`src/sucal_pkg.sv`:
```
// ----------------------------------------------------------------
// shared constants and carriers for the status / user-cal block
// ----------------------------------------------------------------
package sucal_pkg;

  // ----------------------------------------------------------------
  // register byte offsets, one aligned 32-bit word each
  // ----------------------------------------------------------------
  localparam logic [7:0] QCOND_OFS = 8'h00; // questionable condition, read only
  localparam logic [7:0] QEVENT_OFS = 8'h04; // questionable event, clear on read
  localparam logic [7:0] QENABLE_OFS = 8'h08; // questionable enable
  localparam logic [7:0] QPTR_OFS = 8'h0c; // questionable positive filter
  localparam logic [7:0] QNTR_OFS = 8'h10; // questionable negative filter
  localparam logic [7:0] OENABLE_OFS = 8'h14; // operation enable
  localparam logic [7:0] OPTR_OFS = 8'h18; // operation positive filter
  localparam logic [7:0] ONTR_OFS = 8'h1c; // operation negative filter
  localparam logic [7:0] CMD_OFS = 8'h20; // command strobes, reads zero
  localparam logic [7:0] UCAL_STATE_OFS = 8'h24; // user cal on/off
  localparam logic [7:0] UCAL_START_OFS = 8'h28; // start wavelength, pm
  localparam logic [7:0] UCAL_STEP_OFS = 8'h2c; // step size, pm
  localparam logic [7:0] UCAL_COUNT_OFS = 8'h30; // point count
  localparam logic [7:0] STATUS_OFS = 8'h34; // block status, read only
  localparam logic [7:0] ERR_OFS = 8'h38; // error queue head, pops on read

  // ----------------------------------------------------------------
  // field positions
  // ----------------------------------------------------------------
  localparam int CMD_PRESET_BIT = 0; // status preset strobe
  localparam int CMD_START_BIT = 1; // begin user-cal entry strobe
  localparam int CMD_STOP_BIT = 2; // end user-cal entry strobe
  localparam int QUES_WL_BIT = 8; // wavelength outside cal range
  localparam int STB_QUES_BIT = 3; // status byte bit fed by node
  localparam logic [15:0] QUES_USED_MASK = 16'h0100; // only bit 8 lives

  // ----------------------------------------------------------------
  // reset and preset values
  // ----------------------------------------------------------------
  localparam logic [15:0] FILTER_RESET = 16'h0000; // filters off at power-on
  localparam logic [15:0] ENABLE_RESET = 16'h0000;
  localparam logic [15:0] PRESET_ENABLE = 16'h0000;
  localparam logic [15:0] PRESET_PTR = 16'hffff;
  localparam logic [15:0] PRESET_NTR = 16'h0000;

  // ----------------------------------------------------------------
  // user-cal limits, wavelengths in picometres
  // ----------------------------------------------------------------
  localparam logic [31:0] WL_START_MIN_PM = 32'h0012_4f80; // 1200 nm
  localparam logic [31:0] WL_STOP_MAX_PM = 32'h0019_2d50; // 1650 nm
  localparam logic [31:0] STEP_MIN_PM = 32'h0000_0064; // 0.1 nm
  localparam logic [31:0] STEP_MAX_PM = 32'h0000_2710; // 10 nm
  localparam logic [15:0] COUNT_MIN = 16'h000a; // 10 points
  localparam logic [15:0] COUNT_MAX = 16'h0191; // 401 points

  // ----------------------------------------------------------------
  // error codes, signed 16 bit
  // ----------------------------------------------------------------
  localparam logic signed [15:0] ERR_NONE = 16'sh0000;
  localparam logic signed [15:0] ERR_PARAM = 16'shff23; // -221
  localparam logic signed [15:0] ERR_CAL_ON = 16'sh00c9; // 201
  localparam logic signed [15:0] ERR_NOT_STARTED = 16'sh00cb; // 203
  localparam int ERRQ_DEPTH = 8; // error queue entries
  localparam int ERRQ_AW = 3; // index width

  // ----------------------------------------------------------------
  // axi answers
  // ----------------------------------------------------------------
  localparam logic [1:0] RESP_OKAY = 2'h0;
  localparam logic [1:0] RESP_SLVERR = 2'h2;

  // ----------------------------------------------------------------
  // carriers
  // ----------------------------------------------------------------
  typedef struct packed {
    logic [15:0] enable; // gates events onto summary
    logic [15:0] ptr; // rising-edge filter
    logic [15:0] ntr; // falling-edge filter
  } sucal_node_s;

  typedef struct packed {
    logic [31:0] start_pm; // first point
    logic [31:0] step_pm; // spacing
    logic [15:0] count; // number of points
  } sucal_params_s;

endpackage

```
`src/sucal_top.sv`:
```
`timescale 1ns/1ps
// Operation
// questionable node uses bit 8 only
// enabled falling condition sets event bit
// enabled rising condition sets event bit
// negative filter query returns stored value
// positive filter query returns stored value
// preset: enables 0, ptr 1, ntr 0
// error read pops oldest, empty gives 0
// error codes are signed 16 bit
// cal entry only via remote commands
// controller sends start wavelength and step
// start >= 1200nm, step 0.1 to 10nm
// count 10..401, last point <= 1650nm
// bad start parameters queue error -221
// cal on refuses start, error 201
// controller loops points then sends stop
// event read clears, condition read keeps
// enabled event drives status byte bit 3
// filters all disabled at power-on
// event bits sticky until read
// summary is OR of masked events
module sucal_top (
  input wire logic aclk, // 100 MHz clock
  input wire logic aresetn, // sync reset, active low
  input wire logic [7:0] s_axi_awaddr, // write address
  input wire logic s_axi_awvalid, // write address valid
  output logic s_axi_awready, // write address ready
  input wire logic [31:0] s_axi_wdata, // write data
  input wire logic [3:0] s_axi_wstrb, // byte enables
  input wire logic s_axi_wvalid, // write data valid
  output logic s_axi_wready, // write data ready
  output logic [1:0] s_axi_bresp, // write answer
  output logic s_axi_bvalid, // write answer valid
  input wire logic s_axi_bready, // write answer taken
  input wire logic [7:0] s_axi_araddr, // read address
  input wire logic s_axi_arvalid, // read address valid
  output logic s_axi_arready, // read address ready
  output logic [31:0] s_axi_rdata, // read data
  output logic [1:0] s_axi_rresp, // read answer
  output logic s_axi_rvalid, // read data valid
  input wire logic s_axi_rready, // read data taken
  input wire logic [31:0] set_wl_pm, // set wavelength, same clock
  input wire logic remote_pin, // high while under remote control
  output logic stb_ques_summary, // status byte bit 3
  output logic user_wavelength_cal_entry // cal entry in progress
);

  // ----------------------------------------------------------------
  // state
  // ----------------------------------------------------------------
  sucal_pkg::sucal_node_s ques; // questionable filters
  sucal_pkg::sucal_node_s oper; // operation filters
  sucal_pkg::sucal_params_s par; // start parameters as written
  logic [15:0] ques_cond; // live condition
  logic [15:0] ques_prev; // condition one cycle ago
  logic [15:0] ques_event; // sticky events
  logic user_wavelength_cal_on; // user cal selected
  logic cal_valid; // a range has been accepted
  logic [31:0] cal_lo_pm; // range low end
  logic [31:0] cal_hi_pm; // range high end
  logic remote_meta; // synchroniser first stage
  logic remote_sync; // synchroniser second stage
  logic [7:0] aw_q; // held write address
  logic [31:0] w_q; // held write data
  logic [3:0] ws_q; // held byte enables
  logic aw_full, w_full; // address and data halves held
  logic next_aw_full, next_w_full, next_bvalid; // next handshake state
  logic do_write; // both halves present
  logic rd_take; // read address taken
  logic wr_hit; // write address mapped
  logic rd_hit; // read address mapped
  logic [31:0] rd_mux; // read value
  logic [31:0] merged; // held data merged under strobes
  logic [31:0] old_word; // word being overwritten
  logic evt_read; // event register read this cycle
  logic err_read; // error register read this cycle
  logic cmd_wr, preset_cmd, start_cmd, stop_cmd; // command strobes
  logic [24:0] span_pm; // (count-1) * step
  logic [32:0] last_pm; // final point wavelength
  logic params_ok; // all limit checks pass
  logic err_push; // enqueue strobe
  logic signed [15:0] err_code; // code to enqueue
  logic signed [15:0] err_head; // oldest queued code
  logic err_any; // queue holds something

  // ----------------------------------------------------------------
  // remote pin synchroniser
  // ----------------------------------------------------------------
  always_ff @(posedge aclk) begin
    if (!aresetn) begin
      remote_meta <= 1'b0;
      remote_sync <= 1'b0;
    end else begin
      remote_meta <= remote_pin;
      remote_sync <= remote_meta;
    end
  end

  // ----------------------------------------------------------------
  // write channel
  // ----------------------------------------------------------------
  assign do_write = aw_full && w_full && !s_axi_bvalid;
  assign wr_hit = (aw_q[1:0] == 2'h0) && (aw_q <= sucal_pkg::ERR_OFS);
  assign cmd_wr = do_write && (aw_q == sucal_pkg::CMD_OFS) && ws_q[0];
  assign preset_cmd = cmd_wr && w_q[sucal_pkg::CMD_PRESET_BIT];
  // start and stop only ever arrive as bus commands, gated by remote mode
  assign start_cmd = cmd_wr && w_q[sucal_pkg::CMD_START_BIT] && remote_sync;
  assign stop_cmd = cmd_wr && w_q[sucal_pkg::CMD_STOP_BIT] && remote_sync;

  // next state of the two-sided write handshake
  always_comb begin
    next_aw_full = aw_full;
    next_w_full = w_full;
    next_bvalid = s_axi_bvalid;
    if (s_axi_awvalid && s_axi_awready) begin
      next_aw_full = 1'b1;
    end
    if (s_axi_wvalid && s_axi_wready) begin
      next_w_full = 1'b1;
    end
    if (do_write) begin
      next_aw_full = 1'b0;
      next_w_full = 1'b0;
      next_bvalid = 1'b1;
    end else if (s_axi_bvalid && s_axi_bready) begin
      next_bvalid = 1'b0;
    end
  end

  // write handshake flops; ready drops while a write is in hand
  always_ff @(posedge aclk) begin
    if (!aresetn) begin
      aw_full <= 1'b0;
      w_full <= 1'b0;
      s_axi_bvalid <= 1'b0;
      s_axi_bresp <= sucal_pkg::RESP_OKAY;
      s_axi_awready <= 1'b0;
      s_axi_wready <= 1'b0;
    end else begin
      aw_full <= next_aw_full;
      w_full <= next_w_full;
      s_axi_bvalid <= next_bvalid;
      s_axi_awready <= !next_aw_full && !next_bvalid;
      s_axi_wready <= !next_w_full && !next_bvalid;
      if (do_write) begin
        s_axi_bresp <= wr_hit ? sucal_pkg::RESP_OKAY : sucal_pkg::RESP_SLVERR;
      end
    end
  end

  // held address and data
  always_ff @(posedge aclk) begin
    if (!aresetn) begin
      aw_q <= '0;
      w_q <= '0;
      ws_q <= '0;
    end else begin
      if (s_axi_awvalid && s_axi_awready) begin
        aw_q <= s_axi_awaddr;
      end
      if (s_axi_wvalid && s_axi_wready) begin
        w_q <= s_axi_wdata;
        ws_q <= s_axi_wstrb;
      end
    end
  end

  // register word by address, shared by the read path and the write merge
  function automatic logic [31:0] reg_word(input logic [7:0] a);
    unique case (a)
      sucal_pkg::QCOND_OFS: return 32'(ques_cond);
      sucal_pkg::QEVENT_OFS: return 32'(ques_event);
      sucal_pkg::QENABLE_OFS: return 32'(ques.enable);
      sucal_pkg::QPTR_OFS: return 32'(ques.ptr);
      sucal_pkg::QNTR_OFS: return 32'(ques.ntr);
      sucal_pkg::OENABLE_OFS: return 32'(oper.enable);
      sucal_pkg::OPTR_OFS: return 32'(oper.ptr);
      sucal_pkg::ONTR_OFS: return 32'(oper.ntr);
      sucal_pkg::UCAL_STATE_OFS: return 32'(user_wavelength_cal_on);
      sucal_pkg::UCAL_START_OFS: return par.start_pm;
      sucal_pkg::UCAL_STEP_OFS: return par.step_pm;
      sucal_pkg::UCAL_COUNT_OFS: return 32'(par.count);
      sucal_pkg::STATUS_OFS: return {29'h0, remote_sync, err_any, user_wavelength_cal_entry};
      sucal_pkg::ERR_OFS: return {{16{err_head[15]}}, err_head};
      default: return '0;
    endcase
  endfunction
  // old word under the write; read-only words are never stored back
  always_comb old_word = reg_word(aw_q);
  // byte-lane merge of the held write data over the old word
  for (genvar i = 0; i < 4; i++) begin : g_lane
    assign merged[8*i +: 8] = ws_q[i] ? w_q[8*i +: 8] : old_word[8*i +: 8];
  end

  // ----------------------------------------------------------------
  // node filters and enables; preset beats a plain write
  // ----------------------------------------------------------------
  always_ff @(posedge aclk) begin
    if (!aresetn) begin
      ques <= '{sucal_pkg::ENABLE_RESET, sucal_pkg::FILTER_RESET, sucal_pkg::FILTER_RESET};
      oper <= '{sucal_pkg::ENABLE_RESET, sucal_pkg::FILTER_RESET, sucal_pkg::FILTER_RESET};
    end else if (preset_cmd) begin
      ques <= '{sucal_pkg::PRESET_ENABLE, sucal_pkg::PRESET_PTR, sucal_pkg::PRESET_NTR};
      oper <= '{sucal_pkg::PRESET_ENABLE, sucal_pkg::PRESET_PTR, sucal_pkg::PRESET_NTR};
    end else if (do_write) begin
      unique case (aw_q)
        sucal_pkg::QENABLE_OFS: ques.enable <= merged[15:0];
        sucal_pkg::QPTR_OFS: ques.ptr <= merged[15:0];
        sucal_pkg::QNTR_OFS: ques.ntr <= merged[15:0];
        sucal_pkg::OENABLE_OFS: oper.enable <= merged[15:0];
        sucal_pkg::OPTR_OFS: oper.ptr <= merged[15:0];
        sucal_pkg::ONTR_OFS: oper.ntr <= merged[15:0];
        default: ;
      endcase
    end
  end

  // ----------------------------------------------------------------
  // user-cal parameters, state and entry checks
  // ----------------------------------------------------------------
  assign span_pm = 25'((par.count - 16'h0001) * par.step_pm[15:0]);
  assign last_pm = {1'b0, par.start_pm} + {8'h00, span_pm};
  // step upper bits guard the narrowed product above
  assign params_ok = (par.start_pm >= sucal_pkg::WL_START_MIN_PM)
                     && (par.step_pm >= sucal_pkg::STEP_MIN_PM)
                     && (par.step_pm <= sucal_pkg::STEP_MAX_PM)
                     && (par.count >= sucal_pkg::COUNT_MIN)
                     && (par.count <= sucal_pkg::COUNT_MAX)
                     && (last_pm <= {1'b0, sucal_pkg::WL_STOP_MAX_PM});

  // refusal order: cal switched on first, then bad parameters
  always_comb begin
    err_push = 1'b0;
    err_code = sucal_pkg::ERR_NONE;
    if (start_cmd && user_wavelength_cal_on) begin
      err_push = 1'b1;
      err_code = sucal_pkg::ERR_CAL_ON;
    end else if (start_cmd && !params_ok) begin
      err_push = 1'b1;
      err_code = sucal_pkg::ERR_PARAM;
    end else if (stop_cmd && !user_wavelength_cal_entry) begin
      err_push = 1'b1;
      err_code = sucal_pkg::ERR_NOT_STARTED;
    end
  end

  // parameter words and state selection
  always_ff @(posedge aclk) begin
    if (!aresetn) begin
      par <= '0;
      user_wavelength_cal_on <= 1'b0;
    end else if (do_write) begin
      unique case (aw_q)
        sucal_pkg::UCAL_START_OFS: par.start_pm <= merged;
        sucal_pkg::UCAL_STEP_OFS: par.step_pm <= merged;
        sucal_pkg::UCAL_COUNT_OFS: par.count <= merged[15:0];
        sucal_pkg::UCAL_STATE_OFS: user_wavelength_cal_on <= merged[0];
        default: ;
      endcase
    end
  end

  // accepted start opens entry and fixes the covered range
  always_ff @(posedge aclk) begin
    if (!aresetn) begin
      user_wavelength_cal_entry <= 1'b0;
      cal_valid <= 1'b0;
      cal_lo_pm <= '0;
      cal_hi_pm <= '0;
    end else if (start_cmd && !user_wavelength_cal_on && params_ok) begin
      user_wavelength_cal_entry <= 1'b1;
      cal_valid <= 1'b1;
      cal_lo_pm <= par.start_pm;
      cal_hi_pm <= last_pm[31:0];
    end else if (stop_cmd) begin
      user_wavelength_cal_entry <= 1'b0;
    end
  end

  // ----------------------------------------------------------------
  // questionable node: condition, edges, sticky events
  // ----------------------------------------------------------------
  always_comb begin
    ques_cond = '0;
    ques_cond[sucal_pkg::QUES_WL_BIT] = cal_valid
        && ((set_wl_pm < cal_lo_pm) || (set_wl_pm > cal_hi_pm));
  end

  // the set term is last so an edge in the read cycle is kept
  always_ff @(posedge aclk) begin
    if (!aresetn) begin
      ques_prev <= '0;
      ques_event <= '0;
    end else begin
      ques_prev <= ques_cond;
      ques_event <= ((evt_read ? 16'h0000 : ques_event)
                    | (ques.ptr & ques_cond & ~ques_prev)
                    | (ques.ntr & ~ques_cond & ques_prev))
                    & sucal_pkg::QUES_USED_MASK;
    end
  end

  // summary registered so the output is a flop
  always_ff @(posedge aclk) begin
    if (!aresetn) begin
      stb_ques_summary <= 1'b0;
    end else begin
      stb_ques_summary <= |(ques_event & ques.enable);
    end
  end

  // ----------------------------------------------------------------
  // read channel
  // ----------------------------------------------------------------
  assign rd_take = s_axi_arvalid && s_axi_arready;
  assign rd_hit = (s_axi_araddr[1:0] == 2'h0) && (s_axi_araddr <= sucal_pkg::ERR_OFS);
  assign evt_read = rd_take && (s_axi_araddr == sucal_pkg::QEVENT_OFS);
  assign err_read = rd_take && (s_axi_araddr == sucal_pkg::ERR_OFS);

  // read mux; the filters come back exactly as stored
  always_comb rd_mux = reg_word(s_axi_araddr);

  // one read at a time; arready low until the data is taken
  always_ff @(posedge aclk) begin
    if (!aresetn) begin
      s_axi_rvalid <= 1'b0;
      s_axi_rdata <= '0;
      s_axi_rresp <= sucal_pkg::RESP_OKAY;
      s_axi_arready <= 1'b0;
    end else if (rd_take) begin
      s_axi_rvalid <= 1'b1;
      s_axi_rdata <= rd_mux;
      s_axi_rresp <= rd_hit ? sucal_pkg::RESP_OKAY : sucal_pkg::RESP_SLVERR;
      s_axi_arready <= 1'b0;
    end else if (s_axi_rvalid && s_axi_rready) begin
      s_axi_rvalid <= 1'b0;
      s_axi_arready <= 1'b1;
    end else begin
      s_axi_arready <= !s_axi_rvalid;
    end
  end

  // ----------------------------------------------------------------
  // error queue
  // ----------------------------------------------------------------
  sucal_errq u_errq (
    .aclk (aclk),
    .aresetn (aresetn),
    .push (err_push),
    .push_code (err_code),
    .pop (err_read),
    .head_code (err_head),
    .not_empty (err_any)
  );

endmodule // sucal_top

```
`src/sucal_errq.sv`:
```
`timescale 1ns/1ps
// ----------------------------------------------------------------
// error queue: oldest entry first, new entries dropped when full
// ----------------------------------------------------------------
module sucal_errq (
  input wire logic aclk, // system clock
  input wire logic aresetn, // sync reset, active low
  input wire logic push, // one-cycle enqueue strobe
  input wire logic signed [15:0] push_code, // code to enqueue
  input wire logic pop, // one-cycle dequeue strobe
  output logic signed [15:0] head_code, // oldest code, 0 when empty
  output logic not_empty // at least one entry held
);

  logic signed [15:0] slot [sucal_pkg::ERRQ_DEPTH]; // entry storage
  logic [sucal_pkg::ERRQ_AW-1:0] rd_idx; // oldest entry
  logic [sucal_pkg::ERRQ_AW-1:0] wr_idx; // next free slot
  logic [sucal_pkg::ERRQ_AW:0] fill; // entries held
  logic do_pop; // pop only what exists
  logic do_push; // push only where room is

  // a pop on an empty queue is harmless and reads the no-error code
  assign do_pop = pop && (fill != '0);
  // keep the oldest errors; late ones are lost rather than overwriting
  assign do_push = push && ((fill != (sucal_pkg::ERRQ_AW+1)'(sucal_pkg::ERRQ_DEPTH)) || do_pop);
  assign head_code = (fill != '0) ? slot[rd_idx] : sucal_pkg::ERR_NONE;
  assign not_empty = (fill != '0);

  // storage written by index
  always_ff @(posedge aclk) begin
    if (do_push) begin
      slot[wr_idx] <= push_code;
    end
  end

  // pointers and fill level
  always_ff @(posedge aclk) begin
    if (!aresetn) begin
      rd_idx <= '0;
      wr_idx <= '0;
      fill <= '0;
    end else begin
      if (do_push) begin
        wr_idx <= wr_idx + 1'b1;
      end
      if (do_pop) begin
        rd_idx <= rd_idx + 1'b1;
      end
      if (do_push && !do_pop) begin
        fill <= fill + 1'b1;
      end else if (do_pop && !do_push) begin
        fill <= fill - 1'b1;
      end
    end
  end

endmodule // sucal_errq

```
`config.mk`:
```
export PLATFORM = sky130hd
export DESIGN_NAME = sucal_top
export DESIGN_NICKNAME = d
export VERILOG_FILES = /design/src/sucal_pkg.sv /design/src/sucal_top.sv /design/src/sucal_errq.sv
export SDC_FILE = /design/constraint.sdc
export NUM_CORES = 1
export LEC_CHECK = 0
export BUFFER_PORTS_ARGS = -buffer_cell sky130_fd_sc_hd__buf_2
export CORE_MARGIN = 2
export CORE_UTILIZATION = 51
export DETAILED_ROUTE_END_ITERATION = 6
export HOLD_SLACK_MARGIN = 0.03
export PLACE_DENSITY = 0.8
export SLEW_MARGIN = 15
export SYNTH_ARGS = -nofsm -noshare
export SYNTH_HDL_FRONTEND = slang
export SYNTH_SLANG_ARGS = --single-unit
```
`constraint.sdc`:
```
create_clock -name aclk -period 12.4 [get_ports aclk]
set_input_delay 0.62 -clock aclk [delete_from_list [all_inputs] [get_ports aclk]]
set_output_delay 0.62 -clock aclk [all_outputs]
set_load 0.01 [all_outputs]
```
* Word level (Yosys, flattened, before mapping)
Memories as Yosys holds them, arrays and structs flattened. A register that Yosys moved wholly into a read port is not among the register bits.
Index checks and enable logic that the tools add are counted.
** Storage, ports and cells
- Bits in registers :: 345
- RAM bits :: 128
- Bits of input ports :: 92
- Output and inout port bits :: 43
- Word-level logic and storage cells :: 199
- Memories kept :: 1
** Memories
- u_errq.slot :: depth 8, bits a word 16, read ports 1, clocked after Yosys merged registers in 1, wr ports 1, RTL line sucal_errq.sv:15 : logic signed [15:0] slot [sucal_pkg::ERRQ_DEPTH];
** Operators by class
- Add/subtract/negate cells :: 6
- Multiply operators :: 1
- Magnitude comparators :: 10
- Equal/unequal tests :: 25
- Mux-type cells :: 41
- Bitwise gates (word level) :: 10
- Reductions and logical operators :: 70
** Operators with widths (count)
- 32-bit one-hot mux with 14 select lines :: 1
- 32-bit one-hot mux with 9 select lines :: 1
- 32-bit two-way mux :: 4
- 16-bit two-way mux :: 7
- 8-bit by 6-bit == test with 1-bit output, second input constant :: 11
- 8-bit by 5-bit == test with 1-bit output, second input constant :: 8
- 8-bit two-way mux :: 5
- 9-bit bitwise AND :: 4
- 1-bit logical AND :: 35
- 32-bit by 25-bit adder with 33-bit output :: 1
- 33-bit by 21-bit less-or-equal comparator with 1-bit output, second input constant :: 1
- 8-bit by 4-bit == test with 1-bit output, second input constant :: 4
- 32-bit by 21-bit greater-or-equal comparator with 1-bit output, second input constant :: 1
- 32-bit by 7-bit greater-or-equal comparator with 1-bit output, second input constant :: 1
- 32-bit > comparator :: 1
- 32-bit by 14-bit less-or-equal comparator with 1-bit output, second input constant :: 1
- 32-bit less-than comparator :: 1
- 17-bit by 17-bit multiplier with 25-bit output :: 1
- 2-bit AND reduction :: 10
- 9-bit NOT :: 2
- 9-bit OR :: 2
- 16-bit by 1-bit subtractor with 17-bit output, second input constant :: 1
- 9-bit by 16-bit bitwise AND with 16-bit output :: 1
- 16-bit by 4-bit greater-or-equal comparator with 1-bit output, second input constant :: 1
- 21 further kinds :: 58

* Logic depth before layout (Yosys ltp)
- Depth after elaboration :: 15
- Gate-level depth with buffers :: 48
- Depth with buffers taken out :: 46

* Hierarchy
Synthesis repeated with hierarchy kept, for this count alone.
** Unflattened totals
- Cell total of the unflattened synthesis :: 3497
- Area, all modules :: 31350.1 µm²
** Modules (own cells, without submodules)
- sucal_top :: times used 1, cells an instance 3222, area each 25812.3 µm², sequential area each 6666.4 µm²
- sucal_errq :: times used 1, cells an instance 275, area each 5537.8 µm², sequential area each 4103.9 µm²

* Worst setup path after synthesis
OpenSTA, ideal clock, no wires.
- Path kind :: reg2reg
- Start :: reg par[4] in the netlist's numbering
- End :: reg u_errq.fill[3] in the netlist's numbering
- Library setup time :: 0.070 ns
- Arrival :: 10.789 ns
- Slack :: 1.540 ns
- Cell stages (with the launch flop) :: 47
- Path buffers :: 3
- Period minus slack after synthesis :: 10.860 ns
- Cell sequence :: dfxtp_1 -> clkbuf_1 -> or4_1 -> or3_1 -> clkbuf_1 -> nor3_1 -> xor2_1 -> clkbuf_1 -> and2_1 -> fa_1 -> inv_1 -> fa_1 -> fa_1 -> inv_1 -> fa_1 -> fa_1 -> inv_1 -> fa_1 -> [11 not listed] -> nand2_1 -> nor2b_1 -> nor2b_1 -> o21a_1 -> o21a_1 -> or4_1 -> nor4b_2 -> nand4_1 -> o311ai_2 -> nor2_2 -> ha_1 -> inv_1 -> ha_1 -> a21o_1 -> a21oi_1 -> xnor2_1 -> or3_1 -> a21oi_1
** On the way
- Cells in the longest elaborated chain, start to end :: 13
- Elaborated cells between the ends (all ways) :: 19
** RTL lines
- start, declared :: RTL line sucal_top.sv:54 : sucal_pkg::sucal_params_s par;
- 16-bit by 1-bit subtractor with 17-bit output :: RTL line sucal_top.sv:222 : assign span_pm = 25'((par.count - 16'h0001) * par.step_pm[15:0]);
- 17-bit by 17-bit multiplier with 25-bit output :: RTL line sucal_top.sv:222
- 32-bit by 25-bit adder with 33-bit output :: RTL line sucal_top.sv:223 : assign last_pm = {1'b0, par.start_pm} + {8'h00, span_pm};
- 33-bit by 21-bit less-or-equal comparator with 1-bit output :: RTL line sucal_top.sv:230 : && (last_pm <= {1'b0, sucal_pkg::WL_STOP_MAX_PM});
- 1-bit logical AND (*) :: RTL line sucal_top.sv:230
- 1-bit zero test (*) :: RTL line sucal_top.sv:239 : end else if (start_cmd && !params_ok) begin
- 1-bit logical AND (*) :: RTL line sucal_top.sv:239
- 1-bit two-way mux (*) :: RTL line sucal_top.sv:239
- 1-bit two-way mux (*) :: RTL line sucal_top.sv:236 : if (start_cmd && user_wavelength_cal_on) begin
- 1-bit logical AND (*) :: RTL line sucal_errq.sv:25 : assign do_push = push && ((fill != (sucal_pkg::ERRQ_AW+1)'(sucal_pkg::ERRQ_DEPTH)) || do_pop);
- via u_errq.do_push :: RTL line sucal_errq.sv:20 : logic do_push;
- 1-bit zero test :: RTL line sucal_errq.sv:51 : end else if (do_pop && !do_push) begin
- 1-bit logical AND :: RTL line sucal_errq.sv:51
- 2-bit nonzero test (no line)
- end signal, assigned :: RTL line sucal_errq.sv:50 : fill <= fill + 1'b1;
- end signal, assigned :: RTL line sucal_errq.sv:52 : fill <= fill - 1'b1;
- end, declared :: RTL line sucal_errq.sv:18 : logic [sucal_pkg::ERRQ_AW:0] fill;
Mark *: on every way through the listed nets, which the timed path passes. The rest lies on a longest branch.
A chain may end at the register's enable or synchronous reset.

* Worst setup path after layout
Ends and elaborated chain as after synthesis.

==> impl_metrics.ini <==
[outcome]
status = completed

[critical_path]
cpMostUsedCell = fa_1
rrSetupSlack_ns = 0.77
cp.required_ns = 12.90
worstSetupPathType = reg -> reg
cpPeakStageDelay_ns = 0.58
crit_path_max_fanout = 10
start_kind = register
critPathSlowestCell = or4_1
cp-end-kind = register
arrival_ns = 12.13

[finish]
layout_commonest_cell = nand2_1
mostFrequentLayoutCells = 399 x nand2_1, 371 x inv_1, 361 x nor2_1
drive_above_1_share_pct = 8.68
syn2layout_area_growth_pct = 9.30
fin_area_um2 = 30400
finalCoreUtilization_pct = 56.4
nets = 3883
multi_input_area_um2 = 17800
seqCellArea_um2 = 7890
nFillCells = 4704

[die]
coreArea_um2 = 53900
io_pins = 135
initial_utilization_pct = 51.6
rows = 85
die_w_um = 238
die_h_um = 238
dieArea_um2 = 56500

[synthesis]
async_flop_share_pct = 0
synth_cells = 3392
synth_top_area_cell = dfxtp_1
yosysSeqAreaShare_pct = 28.3
synth_top_area_share_pct = 24.9
synthesis.area_um2 = 27800
synth_ff_type = dfxtp_1
yosys_warnings = 0
avgSynthCellArea_um2 = 8.21
ys_types = 81
ys_seq_elements = 378
synth_edf_count = 32
ys_top_cells_by_area = dfxtp_1 25%, fa_1 15%, ha_1 7.4%, a21oi_1 5.4%, nand2_1 5.4%

[route]
wl_per_cell_um = 20.2
ant_nets = 0
dr_total_vias = 25100
wirelength_mm = 83.9
drc = 0
avgViaCountPerCell = 6.05
drt_iter0_drc = 3140
dr.pass1.iters = 6

[power_and_ir_drop]
power_density_nw_per_um2 = 86.8
vdd_drop_max_v = 0.000128
power_leakage_nw = 12.6

[place]
place_area_um2 = 29000
portBuffers = 132
gp_congestion = 0.962
hpwl_mm = 59.8

[global_route]
grt_max_degree = 141
grt_pass1_vias = 24200
antenna_found_initial = 0
gr-total-overflow = 0
grt_pass1_wl_mm = 132
grt_usage_pct = 29.5

[clock_tree]
cts-buffers-inserted = 40
cts_hold_buffers = 0
cts_htree_levels = 2
path_clk_slew_ns = 0.06
cts-root-buf = clkbuf_16
clk_latency_ns = 0.59
cts_buffer_depth = 3
cts_tree = yes
clock_sinks = 378

[timing]
max_freq_mhz = 86.0
period_minus_slack_ns = 11.63
relSlewSlack_pct = 17.1
hold_viol = 0
rsz0062_at_grt = false
finalSetupViolCount = 0
tns_ns = 0
report.final.slew_viol_count = 0
min_period_over_period_pct = 93.8
whs_ns = 0.246
worst_pin_slew_ns = 1.24
worst_clock_skew_ns = 0.0251

[worst_hold_path]
min_path_type = in -> reg

[run]
cap_violations = 0
state kept, by name, summed over array words and instances (netlist names), 4 cells and up, named ones only:
name / flops
par: 80
oper: 48
ques: 48
cal_hi_pm: 32
cal_lo_pm: 32
s_axi_rdata: 32
u_errq.slot: 32
w_q: 32
aw_q: 8
u_errq.fill: 4
ws_q: 4
cell families (layout without fill, tap and decap cells):
group / after synthesis / count (layout) / share of synthesized area, %
XOR/XNOR: 77 / 77 / 2.42
flip-flops: 378 / 378 / 28.3
adder cells (fa/ha/maj): 368 / 368 / 22.0
multiplexers: 110 / 110 / 4.32
AO/OA/AOI/OAI: 697 / 697 / 15.3
buffers and inverters: 572 / 635 / 8.02
other: 1 / 3 / 0.0135
AND/OR/NAND/NOR: 1189 / 1189 / 19.6
power by group:
group          switching, mW  leakage [nW]  internal (mW)
registers             0.0150          3.09           1.24
clock network          0.520         0.673          0.729
logic                 0.0861          8.85         0.0484
metrics by stage:
stage / setup slack, ns / instances / power [mW]
after global routing: 0.135 / 4152 / 2.71
after floorplan: 1.54 / 3393 / 1.36
after global placement: 0.706 / 4078 / 1.41
after CTS: 0.495 / 4152 / 2.65
final: 0.766 / 4153 / 2.64
after detailed placement: 0.537 / 4078 / 1.42
what timing repair did:
action                                  in CTS  in global routing
buffers inserted                             0                  0
gates resized for setup                      0                  3
endpoints found under the setup margin       0                  1
final timing paths:
path / end / cells after the start / from
worst max-delay path: u_errq.fill[3]$_SDFFE_PN0P_ / 42 / par[4]$_SDFFE_PN0P_
worst min-delay path: remote_meta$_SDFF_PN0_ / 2 / remote_pin
worst max register to register: u_errq.fill[3]$_SDFFE_PN0P_ / 42 / par[4]$_SDFFE_PN0P_
worst min register to register: remote_sync$_SDFF_PN0_ / 1 / remote_meta$_SDFF_PN0_
layer usage:
layer  wire length [µm]  vias up  share of wire, %  global-route usage (%)
met4               3890        0               4.6                    12.5
met3               9350      301                11                    5.64
met2              37400     1454                45                    46.7
met5                  0        -                 0                       0
li1                   -    11400                 -                       -
met1              33300    12000                40                    39.4
critical path, delay by kind of cell, from the launching register on:
kind | cells | cell delay, ns
AOI/OAI and AO/OA | 13 | 2.85
buffers and inverters | 6 | 0.60
and+or+nand+nor | 10 | 3.00
xor gates and xnor gates | 3 | 0.63
DFF | 1 | 0.38
adders and majority gates | 10 | 4.10
Yosys cell counts (13+ instances only):
cell and count:
a31oi_1 15, xor2_1 27, ha_1 164, fa_1 203, clkbuf_1 179, edfxtp_1 32
nand3_1 55, nand2b_1 16, and2_1 129, nor2b_1 42, xnor2_1 50, dfxtp_1 346
nor4_1 17, nand4_1 33, a22oi_1 31, or3_1 13, a222oi_1 16, nor3_1 50
o21a_1 15, a21oi_1 301, nor2_1 371, inv_1 371, a221oi_1 57, mux2i_1 100
and3_1 15, a21o_1 23, o21ai_0 157, nand2_1 401
final cells by class:
cell class,instances,share of cell area (%)
well taps,696,2.86
inverters,372,4.60
repair buffers,189,3.58
flip-flops and latches,378,25.9
clock inverters,12,0.493
multi-input cells,2443,58.5
diodes,1,0.00822
clock buffers,62,4.02
Note: power is estimated with default switching activity, not from simulation.
